===== src/hw/slr_params.svh =====
// shared constants for the stroke limit stop and release block
// assumes inclusion by both ends and the verification side
`ifndef SLR_PARAMS_SVH
`define SLR_PARAMS_SVH
`define SLR_POS_W          32
`define SLR_OVERRUN_BITS   30
`define SLR_FN_W           8
`define SLR_FN_FWD_END     8'h0A
`define SLR_FN_REV_END     8'h0B
`define SLR_FN_DOG         8'h22
`define SLR_MODE_W         3
`define SLR_MODE_CSP       3'h0
`define SLR_MODE_CSV       3'h1
`define SLR_MODE_PP        3'h2
`define SLR_MODE_PV        3'h3
`define SLR_MODE_HM        3'h4
`define SLR_MODE_OTHER     3'h5
`define SLR_SEL_OFF        1'h0
`define SLR_SEL_ON         1'h1
`define SLR_CLK_NS         4
`define SLR_MIN_ACTIVE_MS  10
`endif


===== src/hw/slr_pkg.sv =====
// types shared by both ends of the stroke limit link
// assumes slr_params.svh is on the include path
`include "slr_params.svh"
package slr_pkg;
    typedef logic [`SLR_POS_W-1:0]  slr_pos_t;
    typedef logic [`SLR_MODE_W-1:0] slr_mode_t;
    typedef logic [`SLR_FN_W-1:0]   slr_fn_t;
    typedef enum logic [2:0] {
        SLR_ST_IDLE = 3'b001,
        SLR_ST_HOLD = 3'b010,
        SLR_ST_SEND = 3'b100
    } slr_ctl_st_t;
endpackage


===== src/hw/slr_link_if.sv =====
// link between the drive end and the motion controller end
// assumes both ends share core_clk_i
`timescale 1ns/1ps
interface slr_link_if;
    import slr_pkg::*;
    logic      cmd_valid;    // controller command strobe
    slr_pos_t  cmd_target;   // position (csp/pp) or velocity (csv/pv)
    slr_mode_t mode;         // modes of operation
    logic      ctrl_upper_travel_limit;
    logic      ctrl_lower_travel_limit;
    slr_pos_t  actual_pos;   // position actual value
    logic      status_bit12; // set while a limit holds the axis
    logic      upper_travel_limit; // limit reported to controller
    logic      lower_travel_limit;
    logic      command_error_alarm;
    logic      stroke_warning;
    logic      home_valid;
    modport drive (input cmd_valid, cmd_target, mode, ctrl_upper_travel_limit, ctrl_lower_travel_limit,
                   output actual_pos, status_bit12, upper_travel_limit, lower_travel_limit,
                   command_error_alarm, stroke_warning, home_valid);
    modport ctrl  (output cmd_valid, cmd_target, mode, ctrl_upper_travel_limit, ctrl_lower_travel_limit,
                   input actual_pos, status_bit12, upper_travel_limit, lower_travel_limit,
                   command_error_alarm, stroke_warning, home_valid);
endinterface


===== src/hw/slr_drive.sv =====
// drive end: stroke limit stop, overrun alarm, return gating, release assessment
// assumes synchronous inputs, one clock; the axis position takes position commands and integrates velocity commands
`timescale 1ns/1ps
`include "slr_params.svh"
module slr_drive #(
    parameter int POS_W = `SLR_POS_W
) (
    input  wire logic            core_clk_i,
    input  wire logic            rst_b_i,
    slr_link_if.drive            link,
    input  wire logic [2:0]      in_pin_i,            // three configurable input pins, active high = on
    input  wire slr_pkg::slr_fn_t input_pin_a_function_i,
    input  wire slr_pkg::slr_fn_t input_pin_b_function_i,
    input  wire slr_pkg::slr_fn_t input_pin_c_function_i,
    input  wire logic            stroke_warning_select_i,
    input  wire logic            auto_on_select_i,
    input  wire logic            limit_enable_scope_i,
    input  wire logic            sensor_source_select_i,
    input  wire logic            pole_detect_limit_enable_i,
    input  wire logic            pole_detect_active_i,
    input  wire logic            release_assess_select_i,
    input  wire logic            travel_direction_select_i,
    input  wire logic            home_done_i,          // homing finished pulse
    output logic                 motor_stop_o,
    output logic                 dog_o
);
    import slr_pkg::*;

    // the state struct uses the package position type, so a different width cannot be served
    if (POS_W != `SLR_POS_W) begin : g_pos_w_check
        $error("slr_drive: POS_W must match package position width");
    end

    typedef struct packed {
        slr_pos_t pos;
        slr_pos_t latch;
        logic     up_off_q;     // previous upper limit off state
        logic     lo_off_q;
        logic     hold_up;      // upper direction blocked until release
        logic     hold_lo;
        logic     warn;
        logic     alarm;
        logic     home;
        logic     stop;
        logic     dog;
        logic     up_rep;
        logic     lo_rep;
        logic     held;         // registered copy of either hold, drives status bit 12
    } slr_drv_st_t;

    slr_drv_st_t r;
    slr_drv_st_t next_r;

    // pick the pin whose function code matches
    function automatic logic pin_pick(input slr_fn_t code, input logic [2:0] pins,
                                      input slr_fn_t fa, input slr_fn_t fb, input slr_fn_t fc);
        pin_pick = (fa == code && pins[0]) || (fb == code && pins[1]) || (fc == code && pins[2]);
    endfunction

    // signed distance of a past b, positive when a lies above b
    function automatic logic signed [POS_W:0] past(input slr_pos_t a, input slr_pos_t b);
        past = $signed({a[POS_W-1], a}) - $signed({b[POS_W-1], b});
    endfunction

    logic fwd_travel_end_in;
    logic rev_travel_end_in;
    logic up_on;
    logic lo_on;
    logic lim_en;
    logic up_off;
    logic lo_off;
    logic cyc;
    logic pos_mode;
    logic signed [POS_W:0] d_cmd;
    logic signed [POS_W:0] ovr;
    logic signed [POS_W:0] d_pos;
    logic toward_up;
    logic toward_lo;

    always_comb begin
        // pin decode, auto-on wins over the pins
        fwd_travel_end_in = pin_pick(`SLR_FN_FWD_END, in_pin_i, input_pin_a_function_i,
                                     input_pin_b_function_i, input_pin_c_function_i)
                            || (auto_on_select_i == `SLR_SEL_ON);
        rev_travel_end_in = pin_pick(`SLR_FN_REV_END, in_pin_i, input_pin_a_function_i,
                                     input_pin_b_function_i, input_pin_c_function_i)
                            || (auto_on_select_i == `SLR_SEL_ON);
        // own pins mapped by travel direction, or controller inputs directly
        if (sensor_source_select_i == `SLR_SEL_OFF) begin
            up_on = (travel_direction_select_i == `SLR_SEL_OFF) ? fwd_travel_end_in : rev_travel_end_in;
            lo_on = (travel_direction_select_i == `SLR_SEL_OFF) ? rev_travel_end_in : fwd_travel_end_in;
        end else begin
            up_on = link.ctrl_upper_travel_limit;
            lo_on = link.ctrl_lower_travel_limit;
        end
        lim_en = ((limit_enable_scope_i == `SLR_SEL_OFF) || (link.mode == `SLR_MODE_HM))
                 && !(pole_detect_active_i && pole_detect_limit_enable_i == `SLR_SEL_ON);
        up_off = lim_en && !up_on;
        lo_off = lim_en && !lo_on;
        cyc = (link.mode == `SLR_MODE_CSP) || (link.mode == `SLR_MODE_CSV);
        pos_mode = (link.mode == `SLR_MODE_CSP) || (link.mode == `SLR_MODE_PP);
        // direction of the command: position modes compare to current position, velocity by sign
        d_cmd = pos_mode ? past(link.cmd_target, r.pos) : $signed({link.cmd_target[POS_W-1], link.cmd_target});
        toward_up = d_cmd > 0;
        toward_lo = d_cmd < 0;
        ovr = toward_up ? past(link.cmd_target, r.latch) : past(r.latch, link.cmd_target);
        d_pos = past(r.pos, r.latch);
    end

    // one next-state process for the whole drive end
    always_comb begin
        next_r = r;
        next_r.up_off_q = up_off;
        next_r.lo_off_q = lo_off;
        next_r.up_rep = up_on;
        next_r.lo_rep = lo_on;
        next_r.dog = pin_pick(`SLR_FN_DOG, in_pin_i, input_pin_a_function_i,
                              input_pin_b_function_i, input_pin_c_function_i);
        // latch the axis position on the off edge
        if ((up_off && !r.up_off_q) || (lo_off && !r.lo_off_q)) begin
            next_r.latch = r.pos;
        end
        if (up_off) next_r.hold_up = 1'b1;
        if (lo_off) next_r.hold_lo = 1'b1;
        // release: plain on switch return, or after position reaches latch in csp/csv
        if (!up_off && r.hold_up) begin
            if (release_assess_select_i == `SLR_SEL_OFF || !cyc) begin
                next_r.hold_up = 1'b0;
            end else if (d_pos <= 0) begin
                next_r.hold_up = 1'b0;
            end
        end
        if (!lo_off && r.hold_lo) begin
            if (release_assess_select_i == `SLR_SEL_OFF || !cyc) begin
                next_r.hold_lo = 1'b0;
            end else if (d_pos >= 0) begin
                next_r.hold_lo = 1'b0;
            end
        end
        next_r.held = next_r.hold_up || next_r.hold_lo;
        next_r.warn = (next_r.hold_up || next_r.hold_lo)
                      && (stroke_warning_select_i == `SLR_SEL_OFF);
        next_r.stop = up_off || lo_off;
        // accept commands not heading into a held direction
        if (link.cmd_valid) begin
            if (!((toward_up && r.hold_up) || (toward_lo && r.hold_lo))) begin
                next_r.pos = pos_mode ? link.cmd_target : slr_pos_t'(r.pos + link.cmd_target);
            end else if (link.mode == `SLR_MODE_CSP
                         && ovr >= $signed({1'b0, slr_pos_t'(1) << `SLR_OVERRUN_BITS})) begin
                next_r.alarm = 1'b1;
                next_r.home = 1'b0;
            end
        end
        if (home_done_i && !next_r.alarm) next_r.home = 1'b1;
    end

    always_ff @(posedge core_clk_i) begin
        if (!rst_b_i) begin
            r <= '0;
        end else begin
            r <= next_r;
        end
    end

    assign link.actual_pos          = r.pos;
    assign link.status_bit12        = r.held;
    assign link.upper_travel_limit  = r.up_rep;
    assign link.lower_travel_limit  = r.lo_rep;
    assign link.command_error_alarm = r.alarm;
    assign link.stroke_warning      = r.warn;
    assign link.home_valid          = r.home;
    assign motor_stop_o             = r.stop;
    assign dog_o                    = r.dog;
endmodule // slr_drive


===== src/flat_wrapper.sv =====
// flat-port wrapper written by rule: the top's interface ports become plain ports
module slr_drive_flat import slr_pkg::*;
#(
    parameter int POS_W = `SLR_POS_W
)
  (core_clk_i, rst_b_i, in_pin_i, input_pin_a_function_i, input_pin_b_function_i, input_pin_c_function_i, stroke_warning_select_i, auto_on_select_i, limit_enable_scope_i, sensor_source_select_i, pole_detect_limit_enable_i, pole_detect_active_i, release_assess_select_i, travel_direction_select_i, home_done_i, motor_stop_o, dog_o, link_cmd_valid, link_cmd_target, link_mode, link_ctrl_upper_travel_limit, link_ctrl_lower_travel_limit, link_actual_pos, link_status_bit12, link_upper_travel_limit, link_lower_travel_limit, link_command_error_alarm, link_stroke_warning, link_home_valid);
  slr_link_if link_i ();
  input  wire logic core_clk_i;
  input  wire logic rst_b_i;
  input  wire logic [2:0] in_pin_i;
  input  wire slr_pkg::slr_fn_t input_pin_a_function_i;
  input  wire slr_pkg::slr_fn_t input_pin_b_function_i;
  input  wire slr_pkg::slr_fn_t input_pin_c_function_i;
  input  wire logic stroke_warning_select_i;
  input  wire logic auto_on_select_i;
  input  wire logic limit_enable_scope_i;
  input  wire logic sensor_source_select_i;
  input  wire logic pole_detect_limit_enable_i;
  input  wire logic pole_detect_active_i;
  input  wire logic release_assess_select_i;
  input  wire logic travel_direction_select_i;
  input  wire logic home_done_i;
  output logic motor_stop_o;
  output logic dog_o;
  input wire logic [$bits(link_i.cmd_valid)-1:0] link_cmd_valid;
  input wire logic [$bits(link_i.cmd_target)-1:0] link_cmd_target;
  input wire logic [$bits(link_i.mode)-1:0] link_mode;
  input wire logic [$bits(link_i.ctrl_upper_travel_limit)-1:0] link_ctrl_upper_travel_limit;
  input wire logic [$bits(link_i.ctrl_lower_travel_limit)-1:0] link_ctrl_lower_travel_limit;
  output wire logic [$bits(link_i.actual_pos)-1:0] link_actual_pos;
  output wire logic [$bits(link_i.status_bit12)-1:0] link_status_bit12;
  output wire logic [$bits(link_i.upper_travel_limit)-1:0] link_upper_travel_limit;
  output wire logic [$bits(link_i.lower_travel_limit)-1:0] link_lower_travel_limit;
  output wire logic [$bits(link_i.command_error_alarm)-1:0] link_command_error_alarm;
  output wire logic [$bits(link_i.stroke_warning)-1:0] link_stroke_warning;
  output wire logic [$bits(link_i.home_valid)-1:0] link_home_valid;
  assign link_i.cmd_valid = link_cmd_valid;
  assign link_i.cmd_target = link_cmd_target;
  assign link_i.mode = link_mode;
  assign link_i.ctrl_upper_travel_limit = link_ctrl_upper_travel_limit;
  assign link_i.ctrl_lower_travel_limit = link_ctrl_lower_travel_limit;
  assign link_actual_pos = link_i.actual_pos;
  assign link_status_bit12 = link_i.status_bit12;
  assign link_upper_travel_limit = link_i.upper_travel_limit;
  assign link_lower_travel_limit = link_i.lower_travel_limit;
  assign link_command_error_alarm = link_i.command_error_alarm;
  assign link_stroke_warning = link_i.stroke_warning;
  assign link_home_valid = link_i.home_valid;
  slr_drive #(.POS_W(POS_W)) u_core (.core_clk_i(core_clk_i), .rst_b_i(rst_b_i), .link(link_i), .in_pin_i(in_pin_i), .input_pin_a_function_i(input_pin_a_function_i), .input_pin_b_function_i(input_pin_b_function_i), .input_pin_c_function_i(input_pin_c_function_i), .stroke_warning_select_i(stroke_warning_select_i), .auto_on_select_i(auto_on_select_i), .limit_enable_scope_i(limit_enable_scope_i), .sensor_source_select_i(sensor_source_select_i), .pole_detect_limit_enable_i(pole_detect_limit_enable_i), .pole_detect_active_i(pole_detect_active_i), .release_assess_select_i(release_assess_select_i), .travel_direction_select_i(travel_direction_select_i), .home_done_i(home_done_i), .motor_stop_o(motor_stop_o), .dog_o(dog_o));
endmodule

===== config.mk =====
export PLATFORM = sky130hd
export DESIGN_NAME = slr_drive_flat
export DESIGN_NICKNAME = d
export VERILOG_FILES = /design/src/hw/slr_pkg.sv /design/src/hw/slr_link_if.sv /design/src/hw/slr_drive.sv /design/src/flat_wrapper.sv
export VERILOG_INCLUDE_DIRS = /design/src /design/src/hw
export SDC_FILE = /design/constraint.sdc
export NUM_CORES = 1
export LEC_CHECK = 0
export BUFFER_PORTS_ARGS = -buffer_cell sky130_fd_sc_hd__buf_2
export CORE_MARGIN = 2
export CORE_UTILIZATION = 45
export CTS_CLUSTER_SIZE = 40
export DETAILED_ROUTE_END_ITERATION = 8
export PLACE_DENSITY = 0.6
export RECOVER_POWER = 25
export REMOVE_ABC_BUFFERS = 1
export SYNTH_ARGS = -nofsm -noshare
export SYNTH_HDL_FRONTEND = slang
export SYNTH_SLANG_ARGS = --single-unit

===== constraint.sdc =====
create_clock -name core_clk_i -period 4.15 [get_ports core_clk_i]
set_clock_uncertainty 0.1 [all_clocks]
set_input_delay 0.2075 -clock core_clk_i [delete_from_list [all_inputs] [get_ports core_clk_i]]
set_output_delay 0.2075 -clock core_clk_i [all_outputs]
set_load 0.02 [all_outputs]

Yosys cells after proc, flatten, opt, wreduce, memory -nomap -nowiden
Index checks and enable logic that the tools add are counted.
{"block": "word_totals", "memories": 0, "mem_bits_ro": 0, "regBits": 76, "mem_bits_rw": 0, "elab_cells": 112, "in_bits": 76, "latch_bits": 0}
{"block": "classes", "order_cmp": 5, "multipliers": 0, "n_mux": 19, "add_sub_neg": 5, "reduce_logical": 53, "n_shift": 0, "bitwise_logic": 4, "n_div": 0, "eq_ne": 12}
{"op": "$sub A32 B32 Y33", "count": 4}
{"op": "$mux W33", "count": 2}
{"op": "$eq A8 B4 Y1 const B", "count": 6}
{"op": "$ge A33 B1 Y1 const B", "count": 1}
{"op": "$ge A33 B32 Y1 const B", "count": 1}
{"op": "$gt A33 B1 Y1 const B", "count": 1}
{"op": "$le A33 B1 Y1 const B", "count": 1}
{"op": "$lt A33 B1 Y1 const B", "count": 1}
{"op": "$add A32 B32 Y32", "count": 1}
{"op": "$mux W32", "count": 1}
{"op": "$eq A8 B6 Y1 const B", "count": 3}
{"op": "$logic_and A1 B1 Y1", "count": 22}
{"op": "$logic_or A1 B1 Y1", "count": 16}
{"op": "$mux W1", "count": 13}
{"op": "$logic_not A1 Y1", "count": 9}
{"op": "$mux W2", "count": 3}
{"op": "$reduce_bool A2 Y1", "count": 3}
{"op": "$not A1 Y1", "count": 4}
{"op": "$eq A3 B1 Y1 const B", "count": 1}
{"op": "$eq A3 B2 Y1 const B", "count": 1}
{"op": "$eq A3 B3 Y1 const B", "count": 1}
{"op": "$logic_not A3 Y1", "count": 1}
{"op": "$reduce_and A3 Y1", "count": 1}
{"op": "$reduce_and A2 Y1", "count": 1}

Depth between registers and ports, before layout
Gate-level depths: netlist (run 1).
{"block": "depth", "depth_word": 15, "ltp_mapped": 16, "depth_no_buf": 14}

Worst setup path before layout (run 1)
OpenSTA, ideal clock, no wires.
{"block": "synth_path", "path_type": "register -> register", "startpoint": "reg u_core.r (netlist bit u_core.link.actual_pos[1])", "endpoint": "reg u_core.r (netlist bit u_core.link.actual_pos[20])", "t_arrival_ns": 3.584, "setup_time_ns": 0.132, "n_path_buf": 1, "path_stages_with_launch": 15, "slack_ns": 0.334, "period_less_slack_ns": 3.816, "path_cell_list": "dfxtp_1 -> inv_1 -> ha_1 -> nor2b_4 -> o2111ai_1 -> a21oi_1 -> or4b_1 -> a222oi_1 -> nand4_1 -> a222oi_1 -> o2111ai_1 -> o31a_1 -> clkbuf_1 -> o21ai_0 -> a21oi_1"}
{"block": "synth_via", "elab_chain_cells": 7, "elab_cells_between_ends": 11}
{"item": "start, declared", "line_no": "slr_drive.sv:51", "text": "slr_drv_st_t r;"}
{"item": "start signal, assigned", "line_no": "slr_drive.sv:161", "text": "r <= next_r;"}
{"item": "$sub A32 B32 Y33", "line_no": "slr_drive.sv:62", "text": "past = $signed({a[POS_W-1], a}) - $signed({b[POS_W-1], b});"}
{"item": "$mux W33", "line_no": "slr_drive.sv:103", "text": "d_cmd = pos_mode ? past(link.cmd_target, r.pos) : $signed({link.cmd_target[POS_W-1], link.cmd_target});"}
{"item": "$gt A33 B1 Y1 / $lt A33 B1 Y1 (equally long branches)", "line_no": "slr_drive.sv:104, slr_drive.sv:105"}
{"item": "$logic_and A1 B1 Y1", "line_no": "slr_drive.sv:146", "text": "if (!((toward_up && r.hold_up) || (toward_lo && r.hold_lo))) begin"}
{"item": "$logic_or A1 B1 Y1", "line_no": "slr_drive.sv:146"}
{"item": "$not A1 Y1 (no line)"}
{"item": "$reduce_and A2 Y1 (no line)"}
Parallel ways exist; a longest one is shown, timed or not.
A chain may end at the register's enable or synchronous reset.

Worst setup path in the final report (run 1)
{"block": "layout_path", "startpoint": "reg u_core.r (netlist bit u_core.link.actual_pos[6])", "endpoint": "reg u_core.r (netlist bit u_core.link.actual_pos[27])"}
Same word-level chain as after synthesis.

==> results of run 1 <==
[critical path, cell delays in order (launching register included)]
cell and delay (ns):
dfxtp_1 0.31, inv_1 0.11, ha_2 0.33, a211o_1 0.30
a21o_1 0.18, or4b_1 0.52, a222oi_1 0.31, nand4_1 0.20
a222oi_1 0.42, o2111ai_2 0.23, o31ai_4 0.33, buf_6 0.17
buf_4 0.11, a21oi_1 0.07, a311oi_2 0.24
[cell usage after synthesis (all sizes together), types with 5 or more instances]
cell     number
a21oi       190
ha          159
nor2        139
inv         135
nand2        95
o21ai        94
dfxtp        76
a21o         49
clkbuf       48
xnor2        48
buf          46
nand3        36
nor2b        29
o2111ai      26
nor3         25
nand4        24
nor4         18
o21a         18
a31oi        17
nand2b       17
a211oi       16
o211ai       15
o21bai       15
and3         14
or3          14
a211o        13
o31ai        11
xor2         10
a2111oi       8
a41oi         8
and2          8
a311oi        7
o22ai         6
o31a          6
a221oi        5
mux2i         5
o311ai        5
or2           5
[routing by layer]
metal	up-vias	track usage [%]	share of wire, %
li1	5797	-	-
met1	5583	44.6	50
met2	438	43.6	42
met3	46	2.88	6.2
met4	0	8.76	2.4
met5	-	0	0
[power breakdown]
group	internal, W	total (W)	switching [W]	leakage, nW
sequential	0.000789	0.000832	0.0000429	0.623
combinational	0.00104	0.00255	0.00151	4.80
clock	0.000530	0.000880	0.000350	0.156
total	0.00236	0.00426	0.00190	5.58
[cell type report]
class                      instances  area (um2)  area share, %
antenna                            1        2.50         0.0196
inverter                         136         510           4.00
clock buffer                       9         225           1.77
tap                              319         399           3.13
timing repair buffer             226        1410           11.0
sequential                        76        1520           11.9
clock inverter                     7        98.8          0.775
multi-input combinational       1218        8590           67.3
[worst min path at each step]
| stage | start | depth (start not counted) | to |
|---|---|---|---|
| after floorplan | rst_b_i | 1 | u_core.link.lower_travel_limit |
| after global placement | stroke_warning_select_i | 2 | u_core.link.stroke_warning |
| after detailed placement | stroke_warning_select_i | 2 | u_core.link.stroke_warning |
| after CTS | stroke_warning_select_i | 2 | u_core.link.stroke_warning |
| after global routing | stroke_warning_select_i | 2 | u_core.link.stroke_warning |
| final | stroke_warning_select_i | 2 | u_core.link.stroke_warning |
[metrics by stage]
stage                     setup WS [ns]  total power, W  area (um2)  utilization, %
after detailed placement        -0.0756         0.00328       12200            51.7
final                             0.120         0.00426       12800            54.0
after CTS                       0.00616         0.00416       12600            53.2
after global placement         -0.00548         0.00326       12200            51.7
after global routing           -0.00418         0.00454       12800            54.0
after floorplan                  -0.252         0.00249       10400               -
[cell families after synthesis]
logic type,after synthesis,synth area share [%]
DFF,76,13.9
muxes,5,0.459
and+or+nand+nor,445,20.1
adders and majority gates,163,19.0
AOI/OAI and AO/OA,547,32.7
buffers and inverters,230,9.22
xor gates and xnor gates,58,4.66
[flip-flops by register name, summed over array words and instances (netlist names)]
| name | count |
|---|---|
| u_core.r | 36 |
| u_core.link.actual_pos | 32 |
| u_core.dog_o | 1 |
| u_core.link.command_error_alarm | 1 |
| u_core.link.home_valid | 1 |
| u_core.link.lower_travel_limit | 1 |
| u_core.link.status_bit12 | 1 |
| u_core.link.stroke_warning | 1 |
| u_core.link.upper_travel_limit | 1 |
| u_core.motor_stop_o | 1 |
[timing repair]
item,4_1_cts,5_1_grt
endpoints found under the setup margin,24,34
pin swaps,2,18
gates resized for setup,2,44
setup buffers,0,3
==> summary.md, run 1 <==
| Metric | Value |
|---|---|
| FF-to-FF path depth | `14` |
| Final hold vios | `0` |
| RR Endpoint | `u_core.link.actual_pos[27]` |
| Fmax | `0.248 GHz` |
| Synth unique cells | `85` |
| Main synth FF type | `dfxtp_1` |
| Cell count after placement | `1,972` |
| Worst Path Arrival | `4.19 ns` |
| Hold WC Path Type | `in -> reg` |
| Die Span X | `160 um` |
| 1st-iter DRT viols | `1,022` |
| H-tree levels | `3` |
| CP Launch Type | `flop` |
| Worst vdd ir | `196 uV` |
| GRT Overall Usage | `29.4%` |
| CTS clk-pin slew, worst paths | `0.07 ns` |
| Largest net degree at the start of global routing | `51` |
| Crit path capture type | `flop` |
| Crit path to | `u_core.link.actual_pos[27]` |
| Synth area leader | `ha_1` |
| Most frequent cells in the layout | `a21oi_1 (186), ha_1 (149), nor2_1 (136)` |
| Syn Area/Cell | `7.16 um2` |
| Endpoints failing setup | `0` |
| Clock net sink count | `76` |
| HPWL after DPL | `31,700 um` |
| Fraction of layout cells with a size suffix above 1 | `16.0%` |
| CP max FO | `5` |
| Final Non-Filler Cells | `1,992` |
| Vias in the first global route | `11,000` |
| Post-Syn Instances | `1,524` |
| Hold slack | `0.0145 ns` |
| Per-cell routed wire length | `19.4 um` |
| Vias per cell | `5.96` |
| Synth warnings | `0` |
| Grt ovf | `0` |
| Relative max-transition margin | `36.5%` |
| DRT Wirelength | `38,700 um` |
| Critical R2R Launch | `u_core.link.actual_pos[6]` |
| Register area share after synthesis | `13.9%` |
| Req. time, crit path | `4.31 ns` |
| Worst slew pin tran | `0.953 ns` |
| Worst skew pair latency | `0.35 ns` |
| Die height | `160 um` |
| Ports | `116` |
| Total negative slack | `0 ns` |
| Top-area cell type share of the netlist area | `18.2%` |
| Initial antenna violation count | `1` |
| Final period util | `97.1%` |
| Min Clock Period, post-route | `4.03 ns` |
| Status | `completed` |
| Port-buffer cells | `115` |
| Starting Density | `46.2%` |
| Cts hold-fix bufs | `0` |
| Routed Antenna Nets | `0` |
| CTS Buf Count | `9` |
| EDFF count, synth | `0` |
| Asr flop ratio synth | `0%` |
| FF-to-FF setup slack | `0.12 ns` |
| CP startpoint | `u_core.link.actual_pos[6]` |
| Crit path kind | `reg -> reg` |
| CTS max path bufs | `2` |
| First-pass GRT wire length | `60,200 um` |
| Most common cell after layout, fill and taps aside | `a21oi_1` |
| Filler Cell Count | `2,410` |
| Max-slew violations | `0` |
| CTS root buffer | `clkbuf_16` |
| Top cells by area, synth | `ha_1 (18%), dfxtp_1 (14%), a21oi_1 (8.7%)` |
| DRT Pass-1 Iters | `6` |
| Nets@finish | `1,906` |
| Layout area overhead | `17.0%` |
| Drc violations | `0` |
| GPL Wtd Cong | `0.956` |
| Pleak | `5.58 nW` |
| Core Box Area | `23,600 um2` |
| CTS tree | `yes` |
| Pwr per Cell Area | `334 nW/um2` |
| Synthesized cell area | `10,900 um2` |
| Via count | `11,900` |
| Die ar. | `25,500 um2` |
| Yosys reg bits | `76` |
| Max-cap violation count | `0` |
| Site Rows | `56` |
Note: power is estimated with default switching activity, not from simulation.
==> run 2, diff against run 1 <==
HOLD_SLACK_MARGIN = 0.08   (was unset)
clock period = 4.6 ns   (was 4.15 ns; I/O delays follow)
==> run 2 against run 1 <==
Worst setup slack improved by 0.17 ns. Global-route usage barely moved. Register-to-register slack improved by 0.17 ns. Flip-flop and latch count did not move. Non-clock buffer count fell by 62. Critical path depth did not move. Utilization fell by 2.6 points. Design area fell by 4.9%. Largest cell class unchanged. Via count fell by 2.4%. Cell count fell by 3.2%.
==> summary.md, run 2 (synthesized netlist as in run 1, its figures left out) <==
| Metric | Value |
|---|---|
| Status | `completed` |
| Min Clock Period, post-route | `4.31 ns (+0.277 ns)` |
| CP startpoint | `u_core.link.actual_pos[10]` |
| Routed Antenna Nets | `0 (unchanged)` |
| Clock net sink count | `76 (unchanged)` |
| Ports | `116 (unchanged)` |
| DRT Pass-1 Iters | `5 (-1)` |
| CP Launch Type | `flop` |
| FF-to-FF setup slack | `0.29 ns (+0.17 ns)` |
| Largest net degree at the start of global routing | `58 (+14%)` |
| Max-cap violation count | `0 (unchanged)` |
| Final hold vios | `0 (unchanged)` |
| Hold WC Path Type | `in -> reg` |
| Pleak | `5.27 nW (-5.6%)` |
| Per-cell routed wire length | `20.1 um (+3.5%)` |
| DRT Wirelength | `38,800 um (+0.27%)` |
| Worst slack, placed | `0.0962 ns (+0.172 ns)` |
| Worst slew pin tran | `1.10 ns (+0.143 ns)` |
| GPL Wtd Cong | `0.967 (+1.1%)` |
| Starting Density | `46.2% (unchanged)` |
| Relative max-transition margin | `26.9% (-9.6 points)` |
| Most common cell after layout, fill and taps aside | `a21oi_1` |
| Vias in the first global route | `10,700 (-3.4%)` |
| Critical R2R Launch | `u_core.link.actual_pos[10]` |
| Crit path to | `u_core.link.actual_pos[30]` |
| Layout area overhead | `11.2%` |
| Die Span X | `160 um (unchanged)` |
| Crit path capture type | `flop` |
| Most frequent cells in the layout | `a21oi_1 (189), ha_1 (158), nor2_1 (137)` |
| Footprint of the multi-input gates | `8430 um2 (-1.8%)` |
| Fmax | `0.232 GHz (-6.4%)` |
| FF-to-FF path depth | `14 (unchanged)` |
| Worst Path Arrival | `4.40 ns (+0.21 ns)` |
| Die height | `160 um (unchanged)` |
| First-pass GRT wire length | `59,800 um (-0.58%)` |
| CTS max path bufs | `2 (unchanged)` |
| Site Rows | `56 (unchanged)` |
| Worst skew pair latency | `0.35 ns (about the same)` |
| Post-CTS Setup Bufs | `0 (unchanged)` |
| Final Power | `0.00369 W (-13%)` |
| CTS tree | `yes` |
| CTS root buffer | `clkbuf_16` |
| Filler Cell Count | `2,406 (-0.17%)` |
| GRT Overall Usage | `29.5% (about the same)` |
| Worst Slack Setup Final | `0.293 ns (+0.173 ns)` |
| Die ar. | `25,500 um2 (unchanged)` |
| Crit path kind | `reg -> reg` |
| Req. time, crit path | `4.70 ns (+0.39 ns)` |
| Largest register FFs | `36 (unchanged)` |
| Reg with most FFs | `u_core.r` |
| CTS Buf Count | `9 (unchanged)` |
| Core Util, Final | `51.4% (-2.6 points)` |
| Initial antenna violation count | `0 (-1)` |
| Core Box Area | `23,600 um2 (unchanged)` |
| Fraction of layout cells with a size suffix above 1 | `11.5% (-4.5 points)` |
| 1st-iter DRT viols | `1,048 (+2.5%)` |
| Via count | `11,600 (-2.4%)` |
| Port-buffer cells | `115 (unchanged)` |
| Worst vdd ir | `157 uV (-20%)` |
| CTS clk-pin slew, worst paths | `0.07 ns (about the same)` |
| Nets@finish | `1,844 (-3.3%)` |
| Vias per cell | `6.00 (+0.76%)` |
| Max-slew violations | `0 (unchanged)` |
| Grt ovf | `0 (unchanged)` |
| H-tree levels | `3 (unchanged)` |
| HPWL after DPL | `31,300 um (-1.4%)` |
| RR Endpoint | `u_core.link.actual_pos[30]` |
| CP max FO | `22 (+17)` |
| Total negative slack | `0 ns (unchanged)` |
| Pwr per Cell Area | `304 nW/um2 (-8.9%)` |
| Endpoints failing setup | `0 (unchanged)` |
| Final period util | `93.6% (-3.5 points)` |
| Inserted Diodes | `0 (-1)` |
| Register area | `1530 um2 (+0.16%)` |
| Drc violations | `0 (unchanged)` |
[run 2: routing by layer]
layer,routed length [um],part of all wire (%),vias up,GRT usage [%]
met5,0,0,-,0
met4,776,2.0,0,7.81
met3,2650,6.8,45,3.69
met2,16400,42,441,44.1
met1,18900,49,5400,44.2
li1,-,-,5690,-
[run 2: where the power goes]
| part | switching (W) | leakage [nW] | internal, W |
|---|---|---|---|
| clock network | 0.000327 | 0.149 | 0.000440 |
| registers | 0.0000527 | 0.624 | 0.000713 |
| logic | 0.00131 | 4.50 | 0.000850 |
[run 2: worst min-delay path by stage]
stage                                 start                              end  slack [ns]  depth (start not counted)
floorplan                           rst_b_i   u_core.link.lower_travel_limit        0.25                          1
CTS                                 rst_b_i  u_core.link.command_error_alarm        0.10                          2
global route                        rst_b_i  u_core.link.command_error_alarm        0.12                          2
finish                              rst_b_i  u_core.link.command_error_alarm        0.12                          2
global placement               u_core.r[32]                     u_core.r[32]        0.40                          2
detailed placement  stroke_warning_select_i       u_core.link.stroke_warning        0.39                          2
[run 2: area by class of cell]
type,instances,share of cell area (%)
Clock inverter,6,0.567
Sequential cell,76,12.6
Clock buffer,10,1.97
Inverter,136,4.21
Timing Repair Buffer,164,7.88
Multi-Input combinational cell,1218,69.5
Tap cell,319,3.29
[run 2: timing repair]
item                       4_1_cts  5_1_grt
hold endpoints to repair         2        0
resized for setup                0       12
hold buffers                     3        0
setup endpoints to repair        0       34
[run 2: critical path, cell delays in order, from the launching register on]
cell	delay (ns)
dfxtp_1	0.48
inv_1	0.14
ha_1	0.27
a21o_1	0.23
a21boi_1	0.24
o211ai_1	0.11
or4b_1	0.48
a222oi_1	0.40
nand4_1	0.21
a222oi_1	0.43
o2111ai_2	0.22
o31a_1	0.34
buf_4	0.23
o21ai_0	0.18
a21oi_1	0.09
[run 2: through the flow]
stage	std cells	hold slack, ns	instance area, um2
5_1_grt	1929	0.118	12100
3_3_place_gp	1910	0.397	11800
3_5_place_dp	1910	0.392	11800
2_1_floorplan	1430	0.252	10400
6_report	1929	0.117	12100
4_1_cts	1929	0.104	12100
